--- src/include/smm_consts.svh ---
/*
 holds the offsets, field positions, reset values and address constants of the smm ram
 access control block; assumes a byte-wide configuration space and 32-bit host addresses.
*/
`ifndef SMM_CONSTS_SVH
`define SMM_CONSTS_SVH
`define SMM_OFF_CTRL 8'h9d
`define SMM_OFF_EXT 8'h9e
`define SMM_CTRL_RST 8'h02
`define SMM_EXT_RST 8'h38
`define SMM_BIT_OPEN 6
`define SMM_BIT_CLS 5
`define SMM_BIT_LCK 4
`define SMM_BIT_GEN 3
`define SMM_BIT_HEN 7
`define SMM_BIT_ERR 6
`define SMM_BIT_TEN 0
`define SMM_BASE_SEG 3'h2
`define SMM_CACHE_BITS 3'h7
`define SMM_SZ_512K 2'h2
`define SMM_SZ_1M 2'h3
`define SMM_TSEG_512K 32'h0008_0000
`define SMM_TSEG_1M 32'h0010_0000
`define SMM_COMPAT_BASE 32'h000a_0000
`define SMM_HIGH_BASE 32'hfeda_0000
`endif

--- src/include/smm_pkg.sv ---
/*
 holds the types of the smm ram access control block; assumes nothing of its surroundings.
*/
package smm_pkg;
    // where a decoded host request goes
    typedef enum logic [1:0]
    {
        SMM_ROUTE_PASS = 2'b00,
        SMM_ROUTE_DRAM = 2'b01,
        SMM_ROUTE_HUB = 2'b10
    } smm_route_e;
endpackage

--- src/hdl/smm_ram_access_control.sv ---
/*
 holds the smm ram control registers and the smm window decoder of the memory hub.
 assumes byte-wide configuration writes and reads on a single clock, and host requests
 that carry an smm flag and a code-fetch flag and are decoded one per cycle.
*/
// Overview of operation
// - open, close, lock need global enable set
// - open and unlocked shows compat and high smm dram, never top segment
// - close blocks compat data, allows code fetches
// - lock clears open, freezes enable fields
// - lock set by write, cleared by reset
// - global enable maps compat 128k window
// - base segment reads 010, misses pass through, refusals go hub
// - high window remaps onto compat dram
// - non-smm extended access sets error flag unless open
// - error flag cleared by writing one
// - cache indication bits always read one
// - size field picks 512k or 1m
// - top segment only for smm requests
// - top segment needs global and segment enable
`timescale 1ns/100ps
`include "smm_consts.svh"
module smm_ram_access_control
    import smm_pkg::*;
(
    input wire logic clk, // core clock, 20 mhz
    input wire logic sys_rst, // full reset, asynchronous, active high
    input wire logic cfg_wr, // configuration write strobe
    input wire logic cfg_rd, // configuration read strobe
    input wire logic [7:0] cfg_addr, // configuration byte offset
    input wire logic [7:0] cfg_wdata, // configuration write data
    output logic [7:0] cfg_rdata, // configuration read data, registered
    output logic cfg_rvalid, // read data valid, one cycle after cfg_rd
    input wire logic [31:0] top_of_usable_dram, // first address above usable dram
    input wire logic req_valid, // host request present
    input wire logic [31:0] req_addr, // host request address
    input wire logic req_smm, // request carries smm decode
    input wire logic req_code, // request is a code fetch
    output logic resp_valid, // decode result valid
    output logic [1:0] resp_route, // decode result route
    output logic [31:0] resp_addr // dram address for the request
);
    // control register fields
    logic open, closed, locked, gen;
    // extended control register fields
    logic hen, err, ten;
    logic [1:0] tseg_size;
    // next values of the control state
    logic next_open, next_closed, next_locked, next_gen;
    logic next_hen, next_err, next_ten;
    logic [1:0] next_tseg_size;
    logic [7:0] next_cfg_rdata;
    logic next_cfg_rvalid;
    // decode state
    logic next_resp_valid;
    logic [1:0] next_resp_route;
    logic [31:0] next_resp_addr;
    // combinational decode terms
    logic in_compat, in_high, in_tseg, tseg_on, high_on, bad_access;
    logic [31:0] tseg_len, tseg_base;
    logic wr_ctrl, wr_ext;
    logic [7:0] ctrl_view, ext_view;
    // compat window base, sliced for the high window remap
    logic [31:0] compat_base;

    // true when addr sits in the 128k window starting at base
    function automatic logic in_win128(input logic [31:0] addr, input logic [31:0] base);
        in_win128 = (addr[31:17] == base[31:17]);
    endfunction

    assign wr_ctrl = cfg_wr && (cfg_addr == `SMM_OFF_CTRL);
    assign wr_ext = cfg_wr && (cfg_addr == `SMM_OFF_EXT);
    // held in a signal so that its upper bits can be selected by width
    assign compat_base = `SMM_COMPAT_BASE;
    // readback images of the two registers
    assign ctrl_view = {1'b0, open, closed, locked, gen, `SMM_BASE_SEG};
    assign ext_view = {hen, err, `SMM_CACHE_BITS, tseg_size, ten};

    // window decode of the host request
    always_comb
    begin
        // segment length from the size field, zero for reserved codes
        case (tseg_size)
            `SMM_SZ_512K: tseg_len = `SMM_TSEG_512K;
            `SMM_SZ_1M: tseg_len = `SMM_TSEG_1M;
            default: tseg_len = 32'h0000_0000;
        endcase
        tseg_base = top_of_usable_dram - tseg_len;
        tseg_on = gen && ten && (tseg_len != 32'h0000_0000);
        high_on = gen && hen;
        in_compat = in_win128(req_addr, `SMM_COMPAT_BASE);
        in_high = in_win128(req_addr, `SMM_HIGH_BASE);
        in_tseg = tseg_on && (req_addr >= tseg_base) && (req_addr < top_of_usable_dram);
        // non-smm touch of an enabled extended range with the space shut
        bad_access = req_valid && !req_smm && !open
            && ((high_on && in_high) || in_tseg);
    end

    // next values of the registers and the readback
    always_comb
    begin
        next_open = open;
        next_closed = closed;
        next_locked = locked;
        next_gen = gen;
        next_hen = hen;
        next_ten = ten;
        next_tseg_size = tseg_size;
        next_err = err;
        next_cfg_rvalid = cfg_rd;
        next_cfg_rdata = cfg_rdata;
        // control register write
        if (wr_ctrl)
        begin
            if (!locked)
            begin
                // frozen once locked
                next_gen = cfg_wdata[`SMM_BIT_GEN];
            end
            // open, close and lock act only with the enable set, as written or as frozen by lock
            if (next_gen)
            begin
                next_closed = cfg_wdata[`SMM_BIT_CLS];
                if (!locked)
                begin
                    next_open = cfg_wdata[`SMM_BIT_OPEN];
                    next_locked = cfg_wdata[`SMM_BIT_LCK];
                end
            end
        end
        // extended register write
        if (wr_ext)
        begin
            if (!locked)
            begin
                next_hen = cfg_wdata[`SMM_BIT_HEN];
                next_tseg_size = cfg_wdata[2:1];
                next_ten = cfg_wdata[`SMM_BIT_TEN];
            end
            // write one to clear
            if (cfg_wdata[`SMM_BIT_ERR])
            begin
                next_err = 1'b0;
            end
        end
        // a new error wins over a clear in the same cycle
        if (bad_access)
        begin
            next_err = 1'b1;
        end
        // lock forces the open bit off
        if (next_locked)
        begin
            next_open = 1'b0;
        end
        // read data, unmapped offsets read zero
        if (cfg_rd)
        begin
            case (cfg_addr)
                `SMM_OFF_CTRL: next_cfg_rdata = ctrl_view;
                `SMM_OFF_EXT: next_cfg_rdata = ext_view;
                default: next_cfg_rdata = 8'h00;
            endcase
        end
    end

    // register the control state
    always_ff @(posedge clk or posedge sys_rst)
    begin
        if (sys_rst)
        begin
            open <= 1'b0;
            closed <= 1'b0;
            locked <= 1'b0;
            gen <= 1'b0;
            hen <= 1'b0;
            err <= 1'b0;
            ten <= 1'b0;
            tseg_size <= 2'h0;
            cfg_rdata <= 8'h00;
            cfg_rvalid <= 1'b0;
        end
        else
        begin
            open <= next_open;
            closed <= next_closed;
            locked <= next_locked;
            gen <= next_gen;
            hen <= next_hen;
            err <= next_err;
            ten <= next_ten;
            tseg_size <= next_tseg_size;
            cfg_rdata <= next_cfg_rdata;
            cfg_rvalid <= next_cfg_rvalid;
        end
    end

    // routing decision for the request
    always_comb
    begin
        next_resp_valid = req_valid;
        next_resp_route = SMM_ROUTE_PASS;
        next_resp_addr = req_addr;
        if (req_valid)
        begin
            if (in_tseg)
            begin
                // only smm requests reach the top segment
                next_resp_route = req_smm ? SMM_ROUTE_DRAM : SMM_ROUTE_HUB;
            end
            else if (in_high && high_on)
            begin
                // high window folds onto the compat dram
                next_resp_route = (req_smm || (open && !locked)) ? SMM_ROUTE_DRAM
                    : SMM_ROUTE_HUB;
                next_resp_addr = {compat_base[31:17], req_addr[16:0]};
            end
            else if (in_compat)
            begin
                // visible in smm unless a closed data reference, or when opened
                if (gen && ((req_smm && !(closed && !req_code)) || (open && !locked)))
                begin
                    next_resp_route = SMM_ROUTE_DRAM;
                end
                else
                begin
                    next_resp_route = SMM_ROUTE_HUB;
                end
            end
        end
    end

    // register the decode result
    always_ff @(posedge clk or posedge sys_rst)
    begin
        if (sys_rst)
        begin
            resp_valid <= 1'b0;
            resp_route <= SMM_ROUTE_PASS;
            resp_addr <= 32'h0000_0000;
        end
        else
        begin
            resp_valid <= next_resp_valid;
            resp_route <= next_resp_route;
            resp_addr <= next_resp_addr;
        end
    end
endmodule

--- config.mk ---
export PLATFORM = sky130hd
export DESIGN_NAME = smm_ram_access_control
export DESIGN_NICKNAME = d
export VERILOG_FILES = /design/src/include/smm_pkg.sv /design/src/hdl/smm_ram_access_control.sv
export VERILOG_INCLUDE_DIRS = /design/src /design/src/include
export SDC_FILE = /design/constraint.sdc
export NUM_CORES = 1
export LEC_CHECK = 0
export ABC_AREA = 1
export BUFFER_PORTS_ARGS = -buffer_cell sky130_fd_sc_hd__buf_2
export CAP_MARGIN = 5
export CORE_UTILIZATION = 35
export DETAILED_ROUTE_END_ITERATION = 12
export HOLD_SLACK_MARGIN = 0.03
export PLACE_DENSITY_LB_ADDON = 0.2
export SETUP_SLACK_MARGIN = 0.4
export SYNTH_ARGS = -nofsm -noshare
export SYNTH_HDL_FRONTEND = slang
export SYNTH_SLANG_ARGS = --single-unit
--- constraint.sdc ---
create_clock -name clk -period 10.5 [get_ports clk]
set_input_delay 1.05 -clock clk [delete_from_list [all_inputs] [get_ports clk]]
set_output_delay 1.05 -clock clk [all_outputs]
set_load 0.005 [all_outputs]
Word level (Yosys, flattened, before mapping)
Cells that the tools add are included.

storage, ports and cells
  register bits = 53
  logic and storage cells = 80
  output and inout bits = 44

operators by class
  equal/unequal tests = 7
  bitwise operators = 1
  reduce and logical (&&, ||, !) cells = 32
  order comparisons = 2
  muxes and demuxes = 24
  add/sub/neg operators = 1

operators by type and width
  operator                number
  $mux W32                3
  $pmux W21 S2            1
  $ge A32 B32 Y1          1
  $lt A32 B32 Y1          1
  $reduce_bool A32 Y1     1
  $sub A32 B32 Y32        1
  $eq A8 B8 Y1 const B    2
  $pmux W8 S2             1
  $eq A15 B15 Y1 const B  1
  $eq A15 B3 Y1 const B   1
  $logic_and A1 B1 Y1     15
  $mux W2                 7
  $mux W1                 12
  $reduce_bool A2 Y1      4
  $reduce_and A2 Y1       3
  $logic_not A1 Y1        5
  $eq A2 B2 Y1 const B    2
  $logic_or A1 B1 Y1      3
  $reduce_and A3 Y1       1
  $ne A2 B1 Y1 const B    1
  $not A1 Y1              1

Logic depth before layout (Yosys ltp)
Gate-level depths: netlist of the first run.

  word-level depth = 11
  gate-level depth with buffers = 23

Worst setup path after synthesis of the first run
Ideal clock, no wire load.

  kind = input-to-reg
  from = input port top_of_usable_dram[19]
  to = register resp_route[1]
  path buffers = 1
  stages on the path = 22
  path slack = 6.568 ns
  arrival = 3.814 ns
  library setup time = 0.118 ns
  cells stage by stage = inv_1 -> ha_1 -> inv_1 -> fa_1 -> nor3_2 -> nand2_1 -> nor3_4 -> nand3_2 -> nor3_2 -> xor2_1 -> inv_1 -> ha_1 -> nand2_1 -> nor2_2 -> nand4_1 -> nor2_2 -> nand2_1 -> nand3_4 -> nand2_4 -> buf_6 -> nand3_2 -> nand2_1

on the way
  word-level cells in the longest chain between the ends = 6
  elaborated cells between the ends (all ways) = 7
  classes of those cells = add/sub: 1; order compare: 2; mux: 2; reduce/logical: 2

RTL lines
  item                     RTL line                       text
  start: declaration       smm_ram_access_control.sv:34   input wire logic [31:0] top_of_usable_dram,
  $sub A32 B32 Y32         smm_ram_access_control.sv:88   tseg_base = top_of_usable_dram - tseg_len;
  $ge A32 B32 Y1           smm_ram_access_control.sv:93   in_tseg = tseg_on && (req_addr >= tseg_base) && (req_addr < top_of_usable_dram);
  $logic_and A1 B1 Y1      smm_ram_access_control.sv:93
  $logic_and A1 B1 Y1 (*)  smm_ram_access_control.sv:93
  $mux W2 (*)              smm_ram_access_control.sv:206  if (in_tseg)
  $mux W2 (*)              smm_ram_access_control.sv:204  if (req_valid)
  net next_resp_route[1]   smm_ram_access_control.sv:56   logic [1:0] next_resp_route;
  end signal: assignment   smm_ram_access_control.sv:245  resp_route <= next_resp_route;
  end: declaration         smm_ram_access_control.sv:40   output logic [1:0] resp_route,

Mark *: on every way through the listed nets, which the timed path passes. The rest lies on a longest branch.
A chain may end at the register's enable or synchronous reset.

Final worst setup path of the first run
  from = input port top_of_usable_dram[19]
  to = register resp_addr[22]

on the way
  word-level cells in the longest chain between the ends = 6
  elaborated cells between the ends (all ways) = 7
  classes of those cells = add/sub: 1; order compare: 2; mux: 2; reduce/logical: 2

RTL lines
  item                     RTL line                       text
  $sub A32 B32 Y32         smm_ram_access_control.sv:88
  $ge A32 B32 Y1           smm_ram_access_control.sv:93
  $logic_and A1 B1 Y1      smm_ram_access_control.sv:93
  $logic_and A1 B1 Y1 (*)  smm_ram_access_control.sv:93
  $mux W32 (*)             smm_ram_access_control.sv:206
  $mux W32 (*)             smm_ram_access_control.sv:204
  net next_resp_addr[22]   smm_ram_access_control.sv:57   logic [31:0] next_resp_addr;
  end signal: assignment   smm_ram_access_control.sv:246  resp_addr <= next_resp_addr;
  end: declaration         smm_ram_access_control.sv:41   output logic [31:0] resp_addr

Marks and branches as above.

==> results of run 1 <==
[layer usage]
metal	global-route usage [%]	share of wire, %
met1	22.6	47
met2	30.4	48
met3	1.36	3.7
met4	4.01	0.93
met5	0	0
[path summary, 6_finish.rpt]
check	slack, ns	from	cells after the start	endpoint
setup / recovery	6.53	top_of_usable_dram[19]	21	resp_addr[22]
hold / removal	0.49	cfg_rdata[7]	2	cfg_rdata[7]
setup reg to reg	6.78	tseg_size[1]	21	resp_addr[22]
hold reg to reg	0.49	cfg_rdata[7]	2	cfg_rdata[7]
max in group asynchronous	8.78	sys_rst	2	resp_addr[21]
min in group asynchronous	1.03	sys_rst	2	cfg_rdata[2]
[cell type report]
type,count,area (um^2)
timing repair buffer,130,651
tap,133,166
multi-input combinational,293,1910
fill,1016,5350
sequential,53,1330
clock buffer,5,68.8
inverter,81,304
clock inverter,3,46.3
[report_power, final]
group | internal, W | switching (W)
registers | 0.000212 | 0.00000321
clock network | 0.0000715 | 0.0000716
logic | 0.0000416 | 0.0000543
[Yosys cell counts]
master / instances
clkbuf_1: 6
fa_1: 1
a21boi_0: 1
xor2_1: 11
nand3_1: 14
o21a_1: 1
inv_1: 79
nor2_2: 7
buf_6: 1
nor3_4: 1
inv_2: 1
o21bai_1: 1
a21oi_1: 24
nand2_1: 93
a31oi_1: 2
nand2_4: 2
mux2_2: 3
nand3b_1: 1
nor3_2: 2
o21ai_1: 1
a21o_1: 3
dfrtp_1: 53
a21oi_4: 1
a21boi_2: 3
o31ai_1: 1
a21oi_2: 6
nor2_8: 1
clkinv_1: 1
nand3_2: 3
o21ai_0: 8
nand4_1: 5
and2_4: 1
nand3_4: 1
nor2_1: 36
nand2_2: 4
nor3_1: 8
ha_1: 47
[worst max-delay path: cells and delay by family]
kind | cells | cell delay (ns)
buf+inv | 4 | 0.29
simple gates | 12 | 1.65
xor+xnor | 1 | 0.16
compound gates | 1 | 0.19
fa+ha+maj | 3 | 0.84
[logic make-up after synthesis]
| logic type | after synthesis | synth area share [%] |
|---|---|---|
| simple gates | 179 | 23.4 |
| fa+ha+maj | 48 | 17.0 |
| compound gates | 52 | 9.32 |
| buf+inv | 88 | 9.46 |
| xor+xnor | 11 | 2.70 |
| flops | 53 | 37.1 |
| mux | 3 | 0.946 |
[cells in the final DEF, fill, tap and decap left out, types with 7 or more instances in the layout]
master   count
o21ai_0      8
xor2_1      11
nor2_2       7
dfrtp_1     53
nand3_1     14
ha_1        47
nand2_1     93
nor3_1       8
buf_2      130
a21oi_1     24
nor2_1      36
inv_1       78
[sequential cells by signal, indices dropped and copies added, names as in the netlist]
signal,count
cfg_rdata,8
cfg_rvalid,1
closed,1
err,1
gen,1
hen,1
locked,1
open,1
resp_addr,32
resp_route,2
resp_valid,1
ten,1
tseg_size,2
[through the flow]
step	instance area (um^2)	util, %	worst slack (ns)	hold WS (ns)	cells
3_5_place_dp	4360	44.4	6.18	0.475	690
2_1_floorplan	3570	-	6.57	0.449	434
3_3_place_gp	4360	44.4	6.26	0.472	690
5_1_grt	4470	45.5	6.22	0.543	698
6_report	4470	45.5	6.53	0.492	698
4_1_cts	4470	45.5	6.51	0.500	698
==> impl_metrics.env, run 1 <==
export IMPL_status="complete, no violations"
export IMPL_hpwl_um=7200
export IMPL_critPathMaxFanout=12
export IMPL_h_tree_depth=2
export IMPL_design_core_area_um2=9820
export IMPL_start_util_pct=36.4
export IMPL_gr_usage_all_layers_pct=17.1
export IMPL_arrival_ns=4.20
export IMPL_synth_top_area_cell="dfrtp_1"
export IMPL_syn_nets=569
export IMPL_grt_start_max_net_pins=54
export IMPL_synthTopCellsByArea="dfrtp_1 (37%), ha_1 (16%), nand2_1 (9.8%)"
export IMPL_port_buffers=130
export IMPL_antenna_cells=0
export IMPL_wire_per_inst_um=12.2
export IMPL_max_cap_viol_count=0
export IMPL_cts_setup_buffers=0
export IMPL_final_antenna_net_count=0
export IMPL_fmax_ghz=0.252
export IMPL_cts_tree="done"
export IMPL_post_route_period_util_pct=37.8
export IMPL_clock_path_buffers=2
export IMPL_slew_viol_final=0
export IMPL_rsz0062_at_grt="false"
export IMPL_worstPathCellList="buf_2 > inv_1 > ha_1 > inv_1 > fa_1 > nor3_2 > nand2_1 > nor3_4 > nand3_2 > nor3_2 > xor2_1 > inv_1 > ha_1 > nand2_1 > nor2_2 > nand4_1 > nor2_2 > nand2_1 > nand3_4 > nand2_4 > a21boi_0"
export IMPL_tns_ns=0
export IMPL_powerDensity_nw_per_um2=102
export IMPL_worst_path_max_delay_cell="fa_1"
export IMPL_synth_seq_cells=53
export IMPL_die_h_um=103
export IMPL_cts_root_buf="clkbuf_8"
export IMPL_ys_types=37
export IMPL_drive_gt1_share_pct=31.0
export IMPL_grt_pass1_wl_um=13900
export IMPL_die_area_um2=10600
export IMPL_grt_pass1_vias=3015
export IMPL_synth_top_area_share_pct=37.1
export IMPL_holdBufCountCts=0
export IMPL_end_kind="register"
export IMPL_wl_um=8510
export IMPL_tightest_slew_ns=1.14
export IMPL_drt_initial_drc_count=86
export IMPL_gp_congestion=0.868
export IMPL_ys_seq_area_share_pct=37.1
export IMPL_ioPinCount=131
export IMPL_worst_setup_path_type="primary input to register"
export IMPL_routed_via_density=4.47
export IMPL_setup_viol=0
export IMPL_synth_avg_cell_area_um2=8.23
export IMPL_min_period_ns=3.97
export IMPL_postCtsResizedCells=0
export IMPL_clock_latency_ns=0.30
export IMPL_final_nets=699
export IMPL_fp_row_count=36
export IMPL_power_w=0.000455
export IMPL_max_vdd_ir_drop_mv=0.0723
export IMPL_cpPeakStageDelay_ns=0.41
export IMPL_drtPass1Iterations=4
export IMPL_synth_area_um2=3570
export IMPL_clk_pin_slew_ns=0.11
export IMPL_worstHoldPathType="register to register"
export IMPL_synth_warnings=0
export IMPL_antenna_found_initial=0
export IMPL_leakage_nw=2.55
export IMPL_worstSetupStartpointType="primary input"
export IMPL_required_ns=10.73
export IMPL_clock_sinks=53
export IMPL_finClkSkew_ns=0.0105
export IMPL_numCtsBuffers=5
export IMPL_grt_overflow_total=0
export IMPL_final_hold_viol_count=0
export IMPL_synthCells=434
export IMPL_die_w_um=103
export IMPL_route_detailed_drc=0
export IMPL_num_vias=3121
export IMPL_slew_headroom_pct=24.2
export IMPL_syn2layout_area_growth_pct=25.1
No activity file was read; power rests on OpenSTA's default activity.
==> run 2: changes to the inputs <==
==> constraint.sdc (replaced) <==
create_clock -name clk -period 3.3 [get_ports clk]
set_input_delay 0.33 -clock clk [delete_from_list [all_inputs] [get_ports clk]]
set_output_delay 0.33 -clock clk [all_outputs]
set_load 0.005 [all_outputs]
==> impl_metrics.env, run 2 (same netlist as run 1, synthesis figures left out) <==
export IMPL_status="complete, no violations"
export IMPL_final_antenna_net_count=0
export IMPL_syn2layout_area_growth_pct=32.0
export IMPL_cts_root_buf="clkbuf_8"
export IMPL_final_hold_viol_count=0
export IMPL_clock_latency_ns=0.31
export IMPL_slew_viol_final=0
export IMPL_grt_overflow_total=0
export IMPL_multi_input_area_um2=1990
export IMPL_gr_usage_all_layers_pct=18.0
export IMPL_worst_path_max_delay_cell="dfrtp_1"
export IMPL_ioPinCount=131
export IMPL_die_w_um=103
export IMPL_worstPathCellList="nor2_2 > ha_2 > inv_2 > fa_2 > nor3_4 > nand2_2 > nor3_4 > nand3_2 > nor3_2 > xor2_1 > inv_1 > ha_4 > nand2_4 > nor2_4 > nand4_1 > a21oi_1 > nor2_2 > nand3_4 > buf_6 > nand4_1 > nand2_1"
export IMPL_r2r_start="tseg_size[0]"
export IMPL_clock_path_buffers=2
export IMPL_cts_tree="done"
export IMPL_placed_area_um2=4410
export IMPL_hpwl_um=7390
export IMPL_seqCellArea_um2=1330
export IMPL_h_tree_depth=2
export IMPL_crit_start="tseg_size[0]"
export IMPL_leakage_nw=2.66
export IMPL_design_core_area_um2=9820
export IMPL_setup_viol=0
export IMPL_final_util_pct=48.0
export IMPL_routed_via_density=4.55
export IMPL_grt_start_max_net_pins=54
export IMPL_dr_wl_met3_um=347
export IMPL_crit_family="simple AND/OR/NAND/NOR gates"
export IMPL_fp_row_count=36
export IMPL_topRoutingLayerUsed="met4"
export IMPL_post_route_period_util_pct=99.5
export IMPL_worstHoldPathType="primary input to register"
export IMPL_tns_ns=0
export IMPL_grt_pass1_vias=3074
export IMPL_final_nets=716
export IMPL_critPathMaxFanout=4
export IMPL_layout_cells_most_common_list="buf_2 (130), nand2_1 (88), inv_1 (77)"
export IMPL_powerDensity_nw_per_um2=329
export IMPL_drive_gt1_share_pct=35.1
export IMPL_antenna_found_initial=0
export IMPL_wl_met2_um=4500
export IMPL_die_h_um=103
export IMPL_drtPass1Iterations=4
export IMPL_clk_pin_slew_ns=0.10
export IMPL_met1_length_um=4080
export IMPL_gp_congestion=0.821
export IMPL_num_fill_cells=1026
export IMPL_max_cap_viol_count=0
export IMPL_finClkSkew_ns=0.00695
export IMPL_crit_buf_inv=3
export IMPL_num_vias=3253
export IMPL_largest_register="resp_addr"
export IMPL_numCtsBuffers=5
export IMPL_cpPeakStageDelay_ns=0.41
export IMPL_tightest_slew_ns=0.423
export IMPL_port_buffers=130
export IMPL_drt_initial_drc_count=75
export IMPL_worstSetupStartpointType="register"
export IMPL_end_kind="register"
export IMPL_antenna_cells=0
export IMPL_route_detailed_drc=0
export IMPL_fin_area_um2=4710
export IMPL_layout_commonest_cell="buf_2"
export IMPL_clock_sinks=53
export IMPL_fmax_ghz=0.305
export IMPL_largest_registers="resp_addr x32, cfg_rdata x8"
export IMPL_worst_setup_path_type="register to register"
export IMPL_max_vdd_ir_drop_mv=0.164
export IMPL_slew_headroom_pct=71.6
export IMPL_required_ns=3.56
export IMPL_largest_reg_flops=32
export IMPL_wire_per_inst_um=12.8
export IMPL_start_util_pct=36.4
export IMPL_die_area_um2=10600
export IMPL_arrival_ns=3.54
export IMPL_rsz0062_at_grt="true"
export IMPL_min_period_ns=3.28
export IMPL_grt_pass1_wl_um=14500
export IMPL_wl_um=9130
export IMPL_hp_start="req_addr[3]"
run 2: report_power, final:
group / total (W) / switching [W] / internal, W
clock: 0.000529 / 0.000227 / 0.000302
sequential: 0.000685 / 0.00000995 / 0.000675
combinational: 0.000335 / 0.000188 / 0.000148
total: 0.00155 / 0.000425 / 0.00112
run 2: what timing repair did:
action | CTS | global route
buffers inserted | 2 | 5
resized for setup | 15 | 4
gates cloned | 1 | 0
endpoints found under the hold margin | 0 | 10
endpoints found under the setup margin | 13 | 13
pin swaps | 4 | 4
hold buffers | 0 | 1
run 2: per-stage QoR:
step,setup slack (ns),total power [W],instances,hold WS (ns)
final,0.0173,0.00155,715,0.134
after global placement,-0.0212,0.00101,697,0.458
after detailed placement,-0.161,0.00102,697,0.457
after global routing,-0.227,0.00164,715,0.123
after floorplan,0.0956,0.000872,434,0.361
after CTS,-0.00564,0.00156,708,0.122
run 2: final timing paths:
| check | cells after the start | end | slack, ns |
|---|---|---|---|
| min in group asynchronous | 3 | resp_addr[1] | 0.55 |
| worst min-delay path | 1 | resp_addr[3] | 0.13 |
| worst max-delay path | 21 | resp_route[1] | 0.02 |
| worst max register to register | 21 | resp_route[1] | 0.02 |
| worst min register to register | 2 | cfg_rdata[7] | 0.50 |
| max in group asynchronous | 4 | resp_addr[29] | 2.23 |
run 2: area by class of cell:
type / count / share of cell area, %
multi-input cells: 294 / 42.3
repair buffers: 146 / 16.7
flip-flops and latches: 53 / 28.1
clock buffers: 5 / 1.46
inverters: 81 / 6.45
clock inverters: 3 / 1.38
well taps: 133 / 3.53
run 2: metal layers:
metal / vias up / global-route usage [%]
li1: 1669 / -
met1: 1483 / 21.6
met2: 88 / 33.3
met3: 13 / 1.69
met4: 0 / 6.83
met5: - / 0
run 2: worst reg2reg max path, stage by stage (launching register included):
cell     delay [ns]
dfrtp_1        0.41
nor2_2         0.13
ha_2           0.18
inv_2          0.04
fa_2           0.35
nor3_4         0.15
nand2_2        0.10
nor3_4         0.15
nand3_2        0.10
nor3_2         0.13
xor2_1         0.16
inv_1          0.08
ha_4           0.28
nand2_4        0.06
nor2_4         0.08
nand4_1        0.15
a21oi_1        0.18
nor2_2         0.07
nand3_4        0.14
buf_6          0.12
nand4_1        0.07
nand2_1        0.09
